### src/rtl/iorx_pkg.sv
// Constants and carriers for the I/O sample receive frame builder.
// Assumes one clock domain shared by sample source, byte sink and APB.
package iorx_pkg;
   // Frame bytes
   localparam logic [7:0]  DELIM       = 8'h7e;
   localparam logic [7:0]  FTYPE       = 8'h92;
   localparam logic [7:0]  NSAMP       = 8'h01;
   localparam logic [7:0]  CHK_BASE    = 8'hff;
   localparam logic [7:0]  LEN_HI      = 8'h00;
   // Byte positions
   localparam logic [5:0]  POS_DELIM   = 6'h00;
   localparam logic [5:0]  POS_LEN_HI  = 6'h01;
   localparam logic [5:0]  POS_LEN_LO  = 6'h02;
   localparam logic [5:0]  POS_TYPE    = 6'h03;
   localparam logic [5:0]  POS_LADDR   = 6'h04;
   localparam logic [5:0]  POS_LADDR_E = 6'h0b;
   localparam logic [5:0]  POS_SADDR   = 6'h0c;
   localparam logic [5:0]  POS_SADDR_E = 6'h0d;
   localparam logic [5:0]  POS_OPTS    = 6'h0e;
   localparam logic [5:0]  POS_NSAMP   = 6'h0f;
   localparam logic [5:0]  POS_DMASK   = 6'h10;
   localparam logic [5:0]  POS_DMASK_E = 6'h11;
   localparam logic [5:0]  POS_AMASK   = 6'h12;
   localparam logic [5:0]  POS_DATA    = 6'h13;
   localparam logic [5:0]  DIG_BYTES   = 6'h02;
   // Length of bytes 3..18, always present
   localparam logic [7:0]  LEN_FIXED   = 8'h10;
   // Channel masks
   localparam logic [15:0] DMASK_VALID = 16'h1cff;
   localparam logic [7:0]  AMASK_VALID = 8'h8f;
   localparam int          NUM_ACH     = 5;
   localparam int          SUPPLY_BIT  = 7;
   localparam int          SUPPLY_SLOT = 4;
   // APB map
   localparam logic [7:0]  A_CTRL      = 8'h00;
   localparam logic [7:0]  A_STATUS    = 8'h04;
   localparam logic [7:0]  A_FRAMES    = 8'h08;
   localparam logic [7:0]  A_DROPS     = 8'h0c;
   localparam int          CTRL_MODE   = 0;
   localparam int          CTRL_OPT    = 8;
   localparam logic        MODE_RST    = 1'b1;
   localparam logic [7:0]  OPT_RST     = 8'h00;
   localparam logic [7:0]  OPT_FRAMED  = 8'h00;

   typedef struct packed {
      logic [63:0]      long_addr;
      logic [15:0]      net_addr;
      logic [7:0]       rx_opts;
      logic [15:0]      dig_mask;
      logic [7:0]       ana_mask;
      logic [15:0]      dig_val;
      logic [4:0][15:0] ana_val;
   } iorx_sample_t;

   typedef struct packed {
      logic        psel;
      logic        penable;
      logic        pwrite;
      logic [7:0]  paddr;
      logic [31:0] pwdata;
   } iorx_apb_req_t;

   typedef struct packed {
      logic [31:0] prdata;
      logic        pready;
      logic        pslverr;
   } iorx_apb_rsp_t;
endpackage

### src/rtl/iorx_frame_builder.sv
// Builds the framed I/O sample indication byte stream for the host port.
// Assumes sample source, byte sink and APB share clk_i; no synchronisers.
//
// Implementation choices: the address map and the APB interface to the registers.
`timescale 1ns/10ps
`default_nettype none
module iorx_frame_builder
   import iorx_pkg::*;
(
   // Clock and reset
   input  wire logic          clk_i,
   input  wire logic          reset_i,
   // Sample input
   input  wire logic          sample_valid_i,
   input  wire iorx_sample_t  sample_i,
   output var  logic          sample_ready_o,
   // Serial byte stream
   output var  logic          tx_valid_o,
   output var  logic [7:0]    tx_data_o,
   input  wire logic          tx_ready_i,
   // APB
   input  wire iorx_apb_req_t apb_i,
   output var  iorx_apb_rsp_t apb_o
);
   typedef enum logic {ST_IDLE, ST_SEND} iorx_state_t;

   iorx_state_t      state_reg;
   iorx_sample_t     smp_reg;
   logic [4:0][15:0] alist_reg;
   logic [7:0]       len_reg;
   logic [5:0]       pos_reg;
   logic [5:0]       out_pos_reg;
   logic [7:0]       sum_reg;
   logic             mode_reg;
   logic [7:0]       opt_reg;
   logic [31:0]      frames_reg;
   logic [31:0]      drops_reg;
   logic             enabled;
   logic             accept;
   logic             load;
   logic [5:0]       last_pos;
   logic [7:0]       next_byte;
   iorx_sample_t     clean;

   function automatic logic mapped(input logic [7:0] a);
      mapped = (a == A_CTRL) || (a == A_STATUS) ||
               (a == A_FRAMES) || (a == A_DROPS);
   endfunction

   function automatic logic [2:0] ana_count(input logic [7:0] m);
      logic [2:0] c;
      c = 3'h0;
      for (int i = 0; i < NUM_ACH; i++) begin
         if (m[(i == SUPPLY_SLOT) ? SUPPLY_BIT : i]) begin
            c = c + 3'h1;
         end
      end
      ana_count = c;
   endfunction

   function automatic logic [4:0][15:0] compact(input logic [7:0] m,
                                                input logic [4:0][15:0] v);
      logic [4:0][15:0] r;
      logic [2:0]       k;
      r = '0;
      k = 3'h0;
      for (int i = 0; i < NUM_ACH; i++) begin
         if (m[(i == SUPPLY_SLOT) ? SUPPLY_BIT : i]) begin
            r[k] = v[i];
            k = k + 3'h1;
         end
      end
      compact = r;
   endfunction

   function automatic logic [7:0] frame_byte(input iorx_sample_t s,
                                             input logic [4:0][15:0] al,
                                             input logic [7:0] len,
                                             input logic [5:0] p,
                                             input logic [5:0] last,
                                             input logic [7:0] sum);
      logic [5:0] d;
      logic [5:0] a;
      logic       dig;
      dig = (s.dig_mask != 16'h0000);
      d = p - POS_DATA;
      a = dig ? d - DIG_BYTES : d;
      if (p == last) begin
         frame_byte = CHK_BASE - sum;
      end else if (p == POS_DELIM) begin
         frame_byte = DELIM;
      end else if (p == POS_LEN_HI) begin
         frame_byte = LEN_HI;
      end else if (p == POS_LEN_LO) begin
         frame_byte = len;
      end else if (p == POS_TYPE) begin
         frame_byte = FTYPE;
      end else if (p <= POS_LADDR_E) begin
         frame_byte = s.long_addr[8*int'(POS_LADDR_E - p) +: 8];
      end else if (p <= POS_SADDR_E) begin
         frame_byte = s.net_addr[8*int'(POS_SADDR_E - p) +: 8];
      end else if (p == POS_OPTS) begin
         frame_byte = s.rx_opts;
      end else if (p == POS_NSAMP) begin
         frame_byte = NSAMP;
      end else if (p <= POS_DMASK_E) begin
         frame_byte = s.dig_mask[8*int'(POS_DMASK_E - p) +: 8];
      end else if (p == POS_AMASK) begin
         frame_byte = s.ana_mask;
      end else if (dig && d < DIG_BYTES) begin
         frame_byte = d[0] ? s.dig_val[7:0] : s.dig_val[15:8];
      end else begin
         frame_byte = a[0] ? al[a[3:1]][7:0] : al[a[3:1]][15:8];
      end
   endfunction

   // Unused mask bits and disabled digital lines forced to zero
   always_comb begin
      clean          = sample_i;
      clean.dig_mask = sample_i.dig_mask & DMASK_VALID;
      clean.ana_mask = sample_i.ana_mask & AMASK_VALID;
      clean.dig_val  = sample_i.dig_val & clean.dig_mask;
   end

   assign enabled   = mode_reg && (opt_reg == OPT_FRAMED);
   assign accept    = sample_valid_i && sample_ready_o;
   assign load      = (state_reg == ST_SEND) && (!tx_valid_o || tx_ready_i);
   assign last_pos  = len_reg[5:0] + POS_TYPE;
   assign next_byte = frame_byte(smp_reg, alist_reg, len_reg, pos_reg,
                                 last_pos, sum_reg);

   // Sample capture and frame sequencing
   always_ff @(posedge clk_i) begin
      if (reset_i) begin
         state_reg      <= ST_IDLE;
         sample_ready_o <= 1'b1;
         smp_reg        <= '0;
         alist_reg      <= '0;
         len_reg        <= 8'h00;
         pos_reg        <= 6'h00;
      end else if (accept && enabled) begin
         state_reg      <= ST_SEND;
         sample_ready_o <= 1'b0;
         smp_reg        <= clean;
         alist_reg      <= compact(clean.ana_mask, clean.ana_val);
         len_reg        <= LEN_FIXED
                         + ((clean.dig_mask != 16'h0000) ? 8'h02 : 8'h00)
                         + {4'h0, ana_count(clean.ana_mask), 1'b0};
         pos_reg        <= POS_DELIM;
      end else if (load) begin
         pos_reg <= pos_reg + 6'h01;
         if (pos_reg == last_pos) begin
            state_reg      <= ST_IDLE;
            sample_ready_o <= 1'b1;
         end
      end
   end

   // Output byte register, held while the sink stalls
   always_ff @(posedge clk_i) begin
      if (reset_i) begin
         tx_valid_o  <= 1'b0;
         tx_data_o   <= 8'h00;
         out_pos_reg <= 6'h00;
      end else if (load) begin
         tx_valid_o  <= 1'b1;
         tx_data_o   <= next_byte;
         out_pos_reg <= pos_reg;
      end else if (tx_ready_i) begin
         tx_valid_o  <= 1'b0;
      end
   end

   // Running checksum over bytes 3 to last data
   always_ff @(posedge clk_i) begin
      if (reset_i || accept) begin
         sum_reg <= 8'h00;
      end else if (load && pos_reg >= POS_TYPE && pos_reg != last_pos) begin
         sum_reg <= sum_reg + next_byte;
      end
   end

   // Frame and drop counters
   always_ff @(posedge clk_i) begin
      if (reset_i) begin
         frames_reg <= 32'h0000_0000;
         drops_reg  <= 32'h0000_0000;
      end else begin
         if (load && pos_reg == last_pos) begin
            frames_reg <= frames_reg + 32'h0000_0001;
         end
         if (accept && !enabled) begin
            drops_reg <= drops_reg + 32'h0000_0001;
         end
      end
   end

   // APB slave: one wait-free access cycle
   always_ff @(posedge clk_i) begin
      if (reset_i) begin
         apb_o <= '0;
      end else begin
         apb_o.pready  <= apb_i.psel && !apb_i.penable;
         apb_o.pslverr <= apb_i.psel && !apb_i.penable && !mapped(apb_i.paddr);
         if (apb_i.psel && !apb_i.penable && !apb_i.pwrite) begin
            unique case (apb_i.paddr)
               A_CTRL:   apb_o.prdata <= {16'h0000, opt_reg, 7'h00, mode_reg};
               A_STATUS: apb_o.prdata <= {16'h0000, len_reg, 6'h00, enabled,
                                          (state_reg == ST_SEND) || tx_valid_o};
               A_FRAMES: apb_o.prdata <= frames_reg;
               A_DROPS:  apb_o.prdata <= drops_reg;
               default:  apb_o.prdata <= 32'h0000_0000;
            endcase
         end
      end
   end

   // Control register
   always_ff @(posedge clk_i) begin
      if (reset_i) begin
         mode_reg <= MODE_RST;
         opt_reg  <= OPT_RST;
      end else if (apb_i.psel && apb_i.penable && apb_o.pready &&
                   apb_i.pwrite && apb_i.paddr == A_CTRL) begin
         mode_reg <= apb_i.pwdata[CTRL_MODE];
         opt_reg  <= apb_i.pwdata[CTRL_OPT +: 8];
      end
   end

   // Checksum of bytes actually handed over
   logic [7:0] chk_acc;
   logic       hs;
   assign hs = tx_valid_o && tx_ready_i;
   always_ff @(posedge clk_i) begin
      if (reset_i || (hs && out_pos_reg == POS_DELIM)) begin
         chk_acc <= 8'h00;
      end else if (hs && out_pos_reg >= POS_TYPE) begin
         chk_acc <= chk_acc + tx_data_o;
      end
   end
endmodule
`default_nettype wire

### config.mk
export PLATFORM = sky130hd
export DESIGN_NAME = iorx_frame_builder
export DESIGN_NICKNAME = d
export VERILOG_FILES = /design/src/rtl/iorx_pkg.sv /design/src/rtl/iorx_frame_builder.sv
export SDC_FILE = /design/constraint.sdc
export NUM_CORES = 1
export LEC_CHECK = 0
export BUFFER_PORTS_ARGS = -buffer_cell sky130_fd_sc_hd__buf_2
export CAP_MARGIN = 0
export CORE_MARGIN = 5
export CORE_UTILIZATION = 40
export DETAILED_ROUTE_END_ITERATION = 6
export GPL_ROUTABILITY_DRIVEN = 0
export SLEW_MARGIN = 25
export SYNTH_ARGS = -nofsm -noshare
export SYNTH_HDL_FRONTEND = slang
export SYNTH_SLANG_ARGS = --single-unit
export TNS_END_PERCENT = 1
### constraint.sdc
create_clock -name clk_i -period 6 [get_ports clk_i]
set_input_delay 0.3 -clock clk_i [delete_from_list [all_inputs] [get_ports clk_i]]
set_output_delay 0.3 -clock clk_i [all_outputs]
set_load 0.005 [all_outputs]
Word-level counts from Yosys, hierarchy flattened
Cells that the tools add are included.
{"block": "totals", "reg_bits": 340}
{"block": "op_classes", "addsub": 17, "order_cmp": 14, "n_eq_ne": 11, "shift": 3, "muxes": 67, "bitwise": 1, "reduce_logical": 41}
{"operator": "$mux W80", "n": 10}
{"operator": "$bwmux W80", "n": 4}
{"operator": "$demux W16 S3", "n": 4}
{"operator": "$mux W16", "n": 8}
{"operator": "$pmux W32 S4", "n": 1}
{"operator": "$mux W8", "n": 14}
{"operator": "$add A32 B1 Y32 const B", "n": 2}
{"operator": "$shiftx A64 B10 Y8", "n": 1}
{"operator": "$bmux W16 S3", "n": 1}
{"operator": "$mux W3", "n": 14}
{"operator": "$reduce_bool A16 Y1", "n": 2}
{"operator": "$shiftx A16 B10 Y8", "n": 2}
{"operator": "$logic_and A1 B1 Y1", "n": 20}
{"operator": "$lt A3 B4 Y1 const B", "n": 5}
{"operator": "$and A16 B13 Y16", "n": 1}
{"operator": "$eq A8 B4 Y1 const B", "n": 2}
{"operator": "$logic_not A8 Y1", "n": 2}
{"operator": "$sub A4 B6 Y7 const A", "n": 2}
{"operator": "$add A3 B1 Y3 const B", "n": 4}
{"operator": "$eq A6 B2 Y1 const B", "n": 2}
{"operator": "$eq A6 B4 Y1 const B", "n": 2}
{"operator": "$ge A3 B1 Y1 const B", "n": 4}
{"operator": "$le A6 B4 Y1 const B", "n": 2}
{"operator": "$mux W1", "n": 9}
{"operator": "25 further kinds", "n": 36}

Logic depth before layout (Yosys ltp)
Gate-level depths: netlist of the first run.
{"block": "logic_depth", "ltp_word": 23, "ltp_mapped": 21}

Worst setup path before layout of the first run
OpenSTA, ideal clock, no wires.
{"block": "synth_timing", "kind": "flip-flop to flip-flop", "from": "register pos_reg[1]", "to": "register sum_reg[7]", "setup_time_ps": 127, "t_arrival_ps": 4780, "t_required_ps": 5873, "path_slack_ps": 1093, "path_stages_with_launch": 22, "synth_period_minus_slack_ps": 4907, "path_cell_list": "dfxtp_1 > buf_1 > inv_1 > ha_1 > buf_1 > o31ai_4 > buf_2 > and3_1 > a2111oi_0 > a211oi_1 > a21oi_1 > o31a_1 > nor2_1 > ha_1 > a21o_1 > a21oi_1 > o21ai_0 > o41ai_1 > or2_2 > a21bo_2 > o21ai_0 > or3_1"}
{"block": "synth_via", "elab_chain_len": 19, "word_cells_on_any_way": 42, "classes_between": "6 x add/sub; 5 x order compare; 8 x eq/ne; 3 x shift; 16 x mux; 4 x reduce/logical"}
{"item": "start: declaration", "line_no": "iorx_frame_builder.sv:31", "rtl": "logic [5:0] pos_reg;"}
{"item": "start signal: assignment", "line_no": "iorx_frame_builder.sv:151", "rtl": "pos_reg <= pos_reg + 6'h01;"}
{"item": "$sub A6 B5 Y6", "line_no": "iorx_frame_builder.sv:86", "rtl": "d = p - POS_DATA;"}
{"item": "$sub A4 B2 Y4", "line_no": "iorx_frame_builder.sv:87", "rtl": "a = dig ? d - DIG_BYTES : d;"}
{"item": "$mux W4", "line_no": "iorx_frame_builder.sv:87"}
{"item": "$bmux W16 S3", "line_no": "iorx_frame_builder.sv:113", "rtl": "frame_byte = a[0] ? al[a[3:1]][7:0] : al[a[3:1]][15:8];"}
{"item": "$mux W16 (implied by the code)", "line_no": "iorx_frame_builder.sv:113"}
{"item": "$mux W8", "line_no": "iorx_frame_builder.sv:113"}
{"item": "$mux W8", "line_no": "iorx_frame_builder.sv:110", "rtl": "end else if (dig && d < DIG_BYTES) begin"}
{"item": "$mux W8", "line_no": "iorx_frame_builder.sv:108", "rtl": "end else if (p == POS_AMASK) begin"}
{"item": "[... 4 more ...]"}
{"item": "$mux W8", "line_no": "iorx_frame_builder.sv:98", "rtl": "end else if (p <= POS_LADDR_E) begin"}
{"item": "$mux W8", "line_no": "iorx_frame_builder.sv:96", "rtl": "end else if (p == POS_TYPE) begin"}
{"item": "$mux W8", "line_no": "iorx_frame_builder.sv:94", "rtl": "end else if (p == POS_LEN_LO) begin"}
{"item": "$mux W8", "line_no": "iorx_frame_builder.sv:92", "rtl": "end else if (p == POS_LEN_HI) begin"}
{"item": "$mux W8", "line_no": "iorx_frame_builder.sv:90", "rtl": "end else if (p == POS_DELIM) begin"}
{"item": "$mux W8 *", "line_no": "iorx_frame_builder.sv:88", "rtl": "if (p == last) begin"}
{"item": "via next_byte[1]", "line_no": "iorx_frame_builder.sv:42", "rtl": "logic [7:0] next_byte;"}
{"item": "$add A8 B8 Y8 *", "line_no": "iorx_frame_builder.sv:179", "rtl": "sum_reg <= sum_reg + next_byte;"}
{"item": "end signal: assignment", "line_no": "iorx_frame_builder.sv:179"}
{"item": "end: declaration", "line_no": "iorx_frame_builder.sv:33", "rtl": "logic [7:0] sum_reg;"}
Mark *: on every way through the listed nets, which the timed path passes. The rest lies on a longest branch. The select of a mux whose other input is x is not followed.
A chain may end at the register's enable or synchronous reset.

Final worst setup path of the first run
{"block": "layout_timing", "from": "register pos_reg[3]", "to": "register sum_reg[7]"}
The elaborated chain is that of the path after synthesis.

==> summary by stage, run 1 <==
Route
For this run, the detailed router's first-pass iteration total came to 6. After the first detailed-routing iteration, the DRC count stood at 1824. In this run the remaining antenna-violating nets after routing total 0. The average vias per placed instance is 5.677.

The overall via count from detail_route is around 18000. The routed design has 60540 um of wire. After detailed routing, the number of remaining DRC violations is 0.

The average wire per standard cell is approximately 19 um.

Worst setup path
The worst-case reg-to-reg path depth is 19. The worst setup path is of the flop to flop kind. The arrival time at the worst endpoint is 5.94 ns. The worst setup path is captured at a flop.

The required arrival time at the worst endpoint is 6.43 ns. The start of the worst register-to-register path is pos_reg[3]. Setup slack on the worst reg-to-reg path comes out at between 0.4 and 0.5 ns. The category of the worst setup path launch point is a flop. The highest net fanout along the worst path is 12. The endpoint identified for the worst register-to-register timing path is sum_reg[7].

Power
The power per standard cell area is 257.6 nW/um^2. The leakage power figure is 0.008523 uW. IR analysis of the VDD net gives a maximum drop of between 150 and 200 uV. The overall power after layout is 5644 uW.

Outcome
The run finished with clean final reports.

STA
Setup repair after global routing left no endpoint under its margin. The worst hold slack is between 0.03 and 0.04 ns. The final worst-path cycle share is 0.9177. The maximum clock rate is 0.1816 GHz. The worst path in the final design needs a cycle of 5.506 ns, including I/O delays and setup.

Headroom to the max-slew limit came out at 0.3143. The count of final hold-check violations is 0. The max-slew violation count is 0. The worst setup skew after layout is 0.01893 ns. After routing, the total negative slack on setup checks comes to 0 ns. The final-report setup violation count is 0. The measured slew at the worst slew-check pin is 1.029 ns.

Clock network
The post-CTS clock slew at the launch and capture registers of the worst setup and hold paths is 0.06 ns. Counting the buffers created by CTS gives 39. Clock latency on the worst-skew pair, taken at its later pin, is about 0.56 ns. The TritonCTS clock tree is done. The clock root buffer is clkbuf_16. Buffers added to address setup during post-CTS repair amount to 0. The number of clock sinks is approximately 330. No sink is reached through more buffers than the 3 on the longest clock path. The number of levels in the clock H-tree is 2.

Worst hold path
Counting instances, the worst hold path has a depth of 3. The classification of the worst-slack hold path is primary input to flop. The worst min-delay path startpoint is sample_i[111]. The endpoint of the worst hold path is smp_reg[87].

Floorplan
The number of standard-cell rows in the floorplan is between 70 and 80. Measured along the y axis, the die boundary spans 222.2 um. The starting utilization of the core area is 0.4057. The die covers 49390 um^2. The core region is 44410 um^2. The I/O pin count is 299. In this run the horizontal extent of the chip is 222.2 um.

Final layout
The number of nets at the end of the flow is ~2800. The register with the most flip-flops in the layout has 115 of them. The layout-stage area growth over the synthesis result is 21.60%. Of the cells placed in the final design, the portion with a size suffix greater than 1 is 0.1740.

The post-route cell area is 21910 um^2.

Yosys
For this run, asynchronously set or reset flops after synthesis account for 0. Summing every instance area after synthesis gives 18020 um^2. The sequential-to-total area share from yosys stat is 0.3689.

dfxtp_1 takes more of the synthesized area than any other cell. Synthesis produced 2286 cells. The share of synthesized area in the top cell type comes to 0.3689. The most repeated cell in the gate-level netlist after synthesis is nand2_1.

In the post-synthesis netlist, the biggest area contributors are dfxtp_1 37%, nand2_1 9.5%, a21oi_1 5.8%. By count the netlist is led by 454 x nand2_1, 332 x dfxtp_1, 209 x a21oi_1, 192 x nor2_1, 161 x clkbuf_1. The synthesized design contains 332 register bits. The count of flip-flops with a built-in enable after synthesis is 0. The count of different cell masters after synthesis is 90. The warning count from the yosys run is 0. When the netlist entered floorplanning its net count stood at roughly 2600. The synthesized area per cell is ~7.9 um^2. For this run, the leading register cell type out of synthesis is dfxtp_1.

Placement
In this run the tool buffered the top-level ports with 262 buffer cells. The total half-perimeter wirelength after legalization and detailed placement is 42450 um. After detailed placement, the total cell area comes to 19620 um^2.

Global routing
The number of global-route vias before repair is approximately 17000. After global routing the overflow that remains totals 0. The first global-routing pass estimated between 90000 and 100000 um of wire.

The largest net degree at the start of global routing is 129. The global-route usage over all layers is 0.2327. The initial antenna violation count is 3.

Run
Max-cap violations in this run came to 0.
where the power goes:
part           leakage, uW  switching [uW]  total, uW  internal, uW
logic              0.00522             600        980           380
registers          0.00271            76.9       2380          2310
clock network     0.000600             958       2280          1320
total              0.00852            1630       5640          4010
worst max path at each step:
| stage | from | end | cells past startpoint |
|---|---|---|---|
| floorplan | pos_reg[1] | sum_reg[7] | 21 |
| global placement | pos_reg[3] | sum_reg[7] | 19 |
| detailed placement | pos_reg[3] | sum_reg[7] | 19 |
| CTS | pos_reg[3] | sum_reg[7] | 19 |
| global route | smp_reg[106] | sum_reg[7] | 17 |
| finish | pos_reg[3] | sum_reg[7] | 19 |
cells in the final DEF, fill, tap and decap left out, drive strengths merged, types with 35 or more instances in the layout:
master       count
nor3            53
o21ai           76
xor2            40
nand3          116
a21oi          210
clkbuf          55
a22oi           50
dfxtp          332
mux2            35
o211ai          85
dlygate4sd3    105
xnor2           39
nand2          456
nor2           192
buf            290
mux2i           46
stage by stage:
stage	utilization	setup slack (ns)	std cells
after floorplan	-	1.093	2286
after global placement	0.4415	0.8009	2986
after detailed placement	0.4418	0.6231	2986
after CTS	0.4927	0.5959	3160
after global routing	0.4933	0.1691	3164
final	0.4933	0.4940	3165
layout make-up:
class                      instances  area (um^2)
inverter                          18        67.56
clock buffer                      55         1096
tap                              592        740.7
fill                            4322        22500
sequential                       332         6650
multi-input combinational       1755        10630
antenna                            4        10.01
timing repair buffer             395         2603
clock inverter                    14        117.6
cells by family after synthesis:
group,Yosys count,share of synthesized area
muxes,105,0.07763
buffers and inverters,199,0.04326
AOI/OAI and AO/OA,557,0.2019
and+or+nand+nor,979,0.2442
xor gates and xnor gates,80,0.03965
DFF,332,0.3689
adders and majority gates,34,0.02444
timing repair:
| action | in CTS | in global routing |
|---|---|---|
| hold buffers | 105 | 0 |
| gates resized for setup | 0 | 0 |
| endpoints found under the hold margin | 105 | 0 |
per-layer routing:
| layer | wire length, um | track usage | vias up |
|---|---|---|---|
| met5 | 0 | 0 | - |
| met4 | 1635 | 0.06641 | 0 |
| met3 | 4094 | 0.03893 | 114 |
| met2 | 27870 | 0.3763 | 718 |
| met1 | 26930 | 0.3221 | 8453 |
| li1 | - | - | 8683 |
critical path, cell delays in order, from the launching register on:
cell	delay [ns]
dfxtp_1	0.48
inv_1	0.28
ha_1	0.32
nand2_1	0.07
or4_1	0.49
a2111oi_4	0.65
nor2_1	0.16
o21ai_0	0.11
a21oi_1	0.10
o31a_1	0.31
nor2_1	0.21
ha_1	0.28
a21o_1	0.16
a21oi_1	0.22
o21ai_0	0.16
o41ai_1	0.63
or2_2	0.24
a21bo_2	0.11
o21ai_0	0.07
or3_1	0.33
Note: power is estimated with default switching activity, not from simulation.
==> run 2: changes to the inputs <==
--- a/config.mk
+++ b/config.mk
@@ -7,6 +7,7 @@
 export LEC_CHECK = 0
 export BUFFER_PORTS_ARGS = -buffer_cell sky130_fd_sc_hd__buf_2
 export CAP_MARGIN = 0
+export CORE_ASPECT_RATIO = 0.7
 export CORE_MARGIN = 5
 export CORE_UTILIZATION = 40
 export DETAILED_ROUTE_END_ITERATION = 6
==> summary by stage, run 2 (same netlist as run 1, synthesis figures left out) <==
Run
The number of max-cap violations came to 0 (unchanged).

STA
Setup repair after global routing left no endpoint under its margin. The measured slew at the worst slew-check pin is 1.090 ns (+0.06154 ns). The accumulated negative setup slack was 0 ns (unchanged). The maximum clock rate is 0.1833 GHz (+0.91%). The final worst-path cycle share was 0.9094 (-0.008298).

The final-report setup violation count came to 0 (unchanged). The minimum setup slack in the final design came to 0.5438 ns (+0.04979 ns). The worst max-slew margin expressed relative to the limit is 0.2667 (-0.04755).

The clock period minus worst slack is 5.456 ns (-0.04979 ns). The max-slew violation count came to 0 (unchanged). The worst setup skew after layout is 0.01600 ns (-0.002923 ns).

The count of final hold-check violations is 0 (unchanged).

Worst setup path
The total buffers and inverters traversed by the critical path came to 1 (unchanged). The highest net fanout along the worst path was 12 (unchanged). The slowest stage cell on the critical path is a2111oi_4.

STA classifies the critical path startpoint as a flop. The signal on the critical path passes through inv_1 -> ha_1 -> nand2_1 -> or4_1 -> a2111oi_4 -> nor2_1 -> o21ai_0 -> a21oi_1 -> o31a_1 -> nor2_1 -> ha_1 -> a21o_1 -> a21oi_1 -> o21ai_0 -> o41ai_1 -> or2_2 -> a21bo_2 -> o21ai_0 -> or3_1. STA classifies the critical path endpoint as a flop. The flop-to-flop setup slack came to 0.54 ns (+0.05 ns). The cell that appears most often on the critical path is o21ai_0. The required arrival time at the worst endpoint is 6.40 ns (-0.03 ns). The largest incremental delay on the critical path is 0.68 ns (+0.03 ns).

The worst setup path is of the flop to flop kind. The largest delay contributor family on the critical path is compound AO/OA/AOI/OAI gates. The arrival time at the worst endpoint is 5.86 ns (-0.08 ns).

Floorplan
The horizontal die dimension is 263.7 um (+19%). The starting utilization of the core area is 0.4021 (-0.003602). The number of standard-cell rows in the floorplan came to 65 (-16%).

The I/O pin count came to 299 (unchanged). The core outline area came to 44810 um^2 (+0.90%). The vertical die dimension is 187.6 um (-16%). The area enclosed by the die boundary was 49460 um^2 (+0.14%).

Final layout
Leaving out fill and tap cells, the most frequent cell in the layout is nand2_1. The area of combinational cells with multiple inputs is 10630 um^2 (about the same). The post-route cell area came to 21110 um^2 (-3.7%). The fraction of final layout cells sized beyond drive strength 1 came to 0.1785 (+0.004531). The footprint of the flip-flops and latches is 6650 um^2 (unchanged). The layout-stage area growth over the synthesis result is 17.13%. The library cells used most frequently in the layout, excluding fill and tap cells, are 453 x nand2_1, 331 x dfxtp_1, 261 x buf_2. The number of flip-flops in the largest register is 115 (unchanged). The number of diodes added for antenna fixing came to 0 (-4). The number of nets at the end of the flow is 2752 (-2.8%). The non-filler instance count after layout was 3090 (-2.4%).

The number of fill cells is 4450 (+3.0%).

Power
The clock share of power is 0.398 (-0.006). The power per standard cell area is 260.1 nW/um^2 (+0.96%). The sequential group share of total power came to 0.433 (+0.011).

The leakage power figure is 0.008176 uW (-4.1%). The switching share of total power came to 0.2839 (-0.005683). The relative contribution of combinational cells to total power is 0.169 (-0.005). The switching power summed over all nets is 1559 uW (-4.7%).

The peak supply drop is 169.7 uV (+5.0%). The design internal power came to 3930 uW (-2.0%).

Route
The final antenna-violating net count is 0 (unchanged). The average vias per placed instance was 5.715 (+0.67%). The number of search-and-repair iterations in the first detailed-routing pass is 5 (-1). The overall via count from detail_route is 17660 (-1.7%).

The detailed router's first-iteration violation count came to 1574 (-14%). The average wire per standard cell is 18.92 um (-1.1%). The overall routed net length came to 58460 um (-3.4%). The number of design rule violations left after detail routing is 0 (unchanged).

Placement
The placed instance count was 3001 (+0.50%). The worst slack at placement is 0.7280 ns (+0.1049 ns). The total half-perimeter wirelength after legalization and detailed placement is 42680 um (+0.55%). The total of buffers placed on input and output ports is 262 (unchanged). The total placed instance area is 19680 um^2 (+0.31%).

Worst hold path
The min-delay analysis places its worst path in the category primary input to flop.

Global routing
The global-route wire length before repair came to 91880 um (-3.3%). The initial antenna violation count was 0 (-3). The most used routing layer in global routing is met1. The global-route usage over all layers is 0.2245 (-0.008189). The overall overflow remaining after global route is 0 (unchanged). The global routing usage on met2 is 0.3177 (-0.05855). The met1 usage in global routing is 0.3543 (+0.03219). The number of global-route vias before repair is 16280 (-4.9%). The met3 track utilization from global routing is 0.04001 (+0.001072). The largest net degree at the start of global routing came to 202 (+57%).

Clock network
The post-CTS setup-driven buffer insertion count is 0 (unchanged). The largest buffer count on any clock path came to 3 (unchanged). The tree is rooted in a clkbuf_16.

The clock latency at the later pin of the worst-skew pair is 0.53 ns (-0.03 ns). The quantity of gates resized following cts is 0 (unchanged). The number of levels in the clock H-tree is 2 (unchanged). The number of clock buffers inserted by TritonCTS is 34 (-13%). The number of clock sinks is 332 (unchanged). The number of hold-repair buffers added at the cts stage came to 28 (-73%). TritonCTS built the clock tree. The post-CTS clock slew at the launch and capture registers of the worst setup and hold paths came to 0.07 ns (about the same).

Outcome
The flow ran to the end, and the final reports show no timing, DRC or antenna violations.
run 2: layer usage:
metal	vias up	part of all wire
met5	-	0
met4	0	0.019
met3	82	0.070
met2	606	0.41
met1	8472	0.50
li1	8499	-
run 2: power by group through the flow:
stage                     Combinational [uW]  Clock [uW]  Sequential [uW]
after floorplan                          610           0             2400
after global placement                   887           0             2420
after detailed placement                 904           0             2420
after CTS                                921        2230             2380
after global routing                    1020        2330             2390
final                                    929        2180             2380
run 2: final cells by class:
type,count,area share
timing repair buffer,322,0.08863
tap,603,0.03575
inverter,18,0.003201
multi-input combinational,1755,0.5038
clock inverter,10,0.006996
clock buffer,50,0.04654
sequential,332,0.3151
run 2: worst paths after layout:
path / from / end / cells past startpoint
max: pos_reg[3] / sum_reg[7] / 19
min: sample_i[120] / smp_reg[120] / 3
max reg2reg: pos_reg[3] / sum_reg[7] / 19
min reg2reg: smp_reg[153] / smp_reg[153] / 2
run 2: per-stage QoR:
step	util	total power, uW	hold slack [ns]
after floorplan	-	3007	0.4278
after global routing	0.4710	5743	0.004951
after global placement	0.4388	3309	0.4398
final	0.4710	5489	0.01482
after detailed placement	0.4392	3329	0.4433
after CTS	0.4706	5522	0.0003900
run 2: worst register-to-register path, stage by stage, from the launching register on:
cell and delay (ns):
dfxtp_1 0.46, inv_1 0.26, ha_1 0.30, nand2_1 0.08, or4_1 0.50, a2111oi_4 0.68
nor2_1 0.16, o21ai_0 0.11, a21oi_1 0.08, o31a_1 0.30, nor2_1 0.22, ha_1 0.29
a21o_1 0.16, a21oi_1 0.23, o21ai_0 0.19, o41ai_1 0.57, or2_2 0.24, a21bo_2 0.11
o21ai_0 0.06, or3_1 0.34
==> run 3: changes to the inputs <==
==> constraint.sdc (replaced) <==
create_clock -name clk_i -period 4.69 [get_ports clk_i]
set_input_delay 0.2345 -clock clk_i [delete_from_list [all_inputs] [get_ports clk_i]]
set_output_delay 0.2345 -clock clk_i [all_outputs]
set_load 0.005 [all_outputs]
==> summary by stage, run 3 (same netlist as run 1, synthesis figures left out) <==
Worst setup path
The arrival time at the worst endpoint was 4.87 ns (-0.99 ns). STA classifies the critical path endpoint as a flop. The worst register-to-register path ends at sum_reg[7]. The flop-to-flop setup slack is 0.23 ns (-0.31 ns). Among all stages on the critical path, the largest delay is contributed by a2111oi_1.

The largest incremental delay on the critical path is 0.42 ns (-0.26 ns). The start of the worst register-to-register path is pos_reg[0]. STA classifies the critical path startpoint as a flop. The critical path goes through inv_1 -> ha_1 -> inv_1 -> nand4_1 -> buf_4 -> and3_1 -> a2111oi_1 -> a211oi_1 -> a21oi_1 -> o31a_1 -> nor2_1 -> ha_1 -> a21o_1 -> a21oi_1 -> o21ai_1 -> o41ai_2 -> buf_4 -> or2_2 -> a21bo_2 -> o21ai_0 -> or3_1. The highest net fanout along the worst path is 7 (-5).

The required arrival time at the worst endpoint is 5.10 ns (-1.30 ns). The worst-case reg-to-reg path depth is 21 (+2). The worst setup path is of the flop to flop kind.

Placement
The total half-perimeter wirelength after legalization and detailed placement is 44330 um (+3.9%). The total of buffers placed on input and output ports came to 262 (unchanged). The total placed instance area is 20120 um^2 (+2.2%).

Floorplan
The I/O pin count came to 299 (unchanged). The horizontal die dimension is 263.7 um (unchanged). The vertical die dimension is 187.6 um (unchanged). The area enclosed by the die boundary is 49460 um^2 (unchanged).

The core outline area is 44810 um^2 (unchanged). The starting utilization of the core area came to 0.4021 (unchanged). The number of standard-cell rows in the floorplan is 65 (unchanged).

Clock network
The clock root buffer is clkbuf_16. The clock latency at the later pin of the worst-skew pair is 0.53 ns (about the same). The post-CTS clock slew at the launch and capture registers of the worst setup and hold paths is 0.06 ns (about the same).

The TritonCTS clock tree is done. The number of clock buffers inserted by TritonCTS is 35 (+2.9%). The number of clock sinks is 332 (unchanged). The number of levels in the clock H-tree came to 2 (unchanged).

The largest buffer count on any clock path came to 3 (unchanged).

Global routing
The overall overflow remaining after global route is 0 (unchanged). The global-route usage over all layers came to 0.2379 (+0.01345). The initial antenna violation count was 0 (unchanged).

The global-route wire length before repair came to 97370 um (+6.0%). The largest net degree at the start of global routing is 190 (-5.9%). The number of global-route vias before repair is 17380 (+6.7%).

STA
The max-slew violation count is 0 (unchanged). The count of final hold-check violations is 0 (unchanged). The worst setup skew after layout is 0.02043 ns (+0.004424 ns). The measured slew at the worst slew-check pin came to 0.9815 ns (-0.1086 ns). The accumulated negative setup slack came to 0 ns (unchanged). The worst max-slew margin expressed relative to the limit is 0.3456 (+0.07890). The final-report setup violation count is 0 (unchanged). The maximum clock rate came to 0.2242 GHz (+22%). The final worst-path cycle share is 0.9511 (+0.04172). The clock period minus worst slack was 4.461 ns (-0.9956 ns). The worst hold slack is 0.02162 ns (+0.006797 ns).

Power
The leakage power figure is 0.008894 uW (+8.8%). The power per standard cell area is 320.0 nW/um^2 (+23%). The peak supply drop is 207.9 uV (+23%). The overall power after layout came to 7232 uW (+32%).

Final layout
The number of nets at the end of the flow is 2908 (+5.7%). The number of flip-flops in the largest register is 115 (unchanged). In the layout the commonest cells are 454 x nand2_1, 330 x dfxtp_1, 261 x buf_2. The library cell used most frequently in the layout, excluding fill and tap cells, is nand2_1. The post-route cell area is 22600 um^2 (+7.1%). The fraction of final layout cells sized beyond drive strength 1 was 0.1914 (+0.01292). The number of diodes added for antenna fixing is 0 (unchanged).

The layout-stage area growth over the synthesis result is 25.41%.

Outcome
The flow ran to the end, and the final reports show no timing, DRC or antenna violations.

Worst hold path
The instance count along the most critical hold path is 3 (unchanged). The endpoint of the worst hold path is smp_reg[99]. The startpoint identified for the worst hold timing path is sample_i[99]. The classification of the worst-slack hold path is primary input to flop.

Run
The number of max-cap violations was 0 (unchanged).

Route
The overall routed net length was 62170 um (+6.3%). The detailed router's first-iteration violation count came to 1843 (+17%). The average vias per placed instance is 5.715 (about the same). The overall via count from detail_route was 18550 (+5.1%). The number of search-and-repair iterations in the first detailed-routing pass was 5 (unchanged). The average wire per standard cell came to 19.15 um (+1.2%). The final antenna-violating net count is 0 (unchanged). The number of design rule violations left after detail routing is 0 (unchanged).
run 3: changes by cell type in the layout (fill, tap and decap cells not counted), sizes merged:
| cell | before | now |
|---|---|---|
| buf | 294 | 351 |
| bufinv | 3 | 2 |
| clkbuf | 50 | 51 |
| clkinv | 5 | 6 |
| dlygate4sd3 | 28 | 126 |
run 3: final cells by class:
cell class              count  area (um^2)
multi-input cells        1755        10640
fillers                  4237        22210
clock buffers              51         1047
flip-flops and latches    332         6651
clock inverters            10        122.6
inverters                  18        67.56
repair buffers            477         3317
well taps                 603        754.5
run 3: worst max-delay path by stage:
stage | from | to
2_1_floorplan | pos_reg[2] | sum_reg[7]
3_3_place_gp | smp_reg[106] | sum_reg[7]
3_5_place_dp | pos_reg[1] | sum_reg[7]
4_1_cts | pos_reg[1] | sum_reg[7]
5_1_grt | pos_reg[0] | sum_reg[7]
6_report | pos_reg[0] | sum_reg[7]
run 3: stage by stage:
| stage | worst slack, ns | util | cells |
|---|---|---|---|
| floorplan | 0.07489 | - | 2286 |
| global placement | 0.1434 | 0.4490 | 3057 |
| detailed placement | 0.06368 | 0.4490 | 3057 |
| CTS | 0.03675 | 0.5033 | 3244 |
| global route | -0.009046 | 0.5043 | 3246 |
| finish | 0.2294 | 0.5043 | 3246 |
run 3: critical path: cells and delay by family, from the launching register on:
| family | cells | cell delay, ns |
|---|---|---|
| and+or+nand+nor | 5 | 0.93 |
| buffers and inverters | 4 | 0.66 |
| AOI/OAI and AO/OA | 10 | 1.76 |
| adders and majority gates | 2 | 0.61 |
| DFF | 1 | 0.39 |
run 3: per-layer routing:
metal	GRT usage	share of wire	vias up
met5	0	0	-
li1	-	-	8817
met1	0.3655	0.49	8977
met3	0.03764	0.070	78
met2	0.3536	0.43	680
met4	0.04739	0.017	0
run 3: where the power goes:
part / internal, uW / total (uW) / switching (uW)
Clock: 1670 / 2860 / 1190
Combinational: 548 / 1330 / 779
Sequential: 2950 / 3050 / 96.4
run 3: repair_timing:
action,in CTS,in global routing
hold buffers,126,0
gates resized for setup,0,9
setup buffers,0,1
hold endpoints to repair,117,0
setup endpoints to repair,0,2
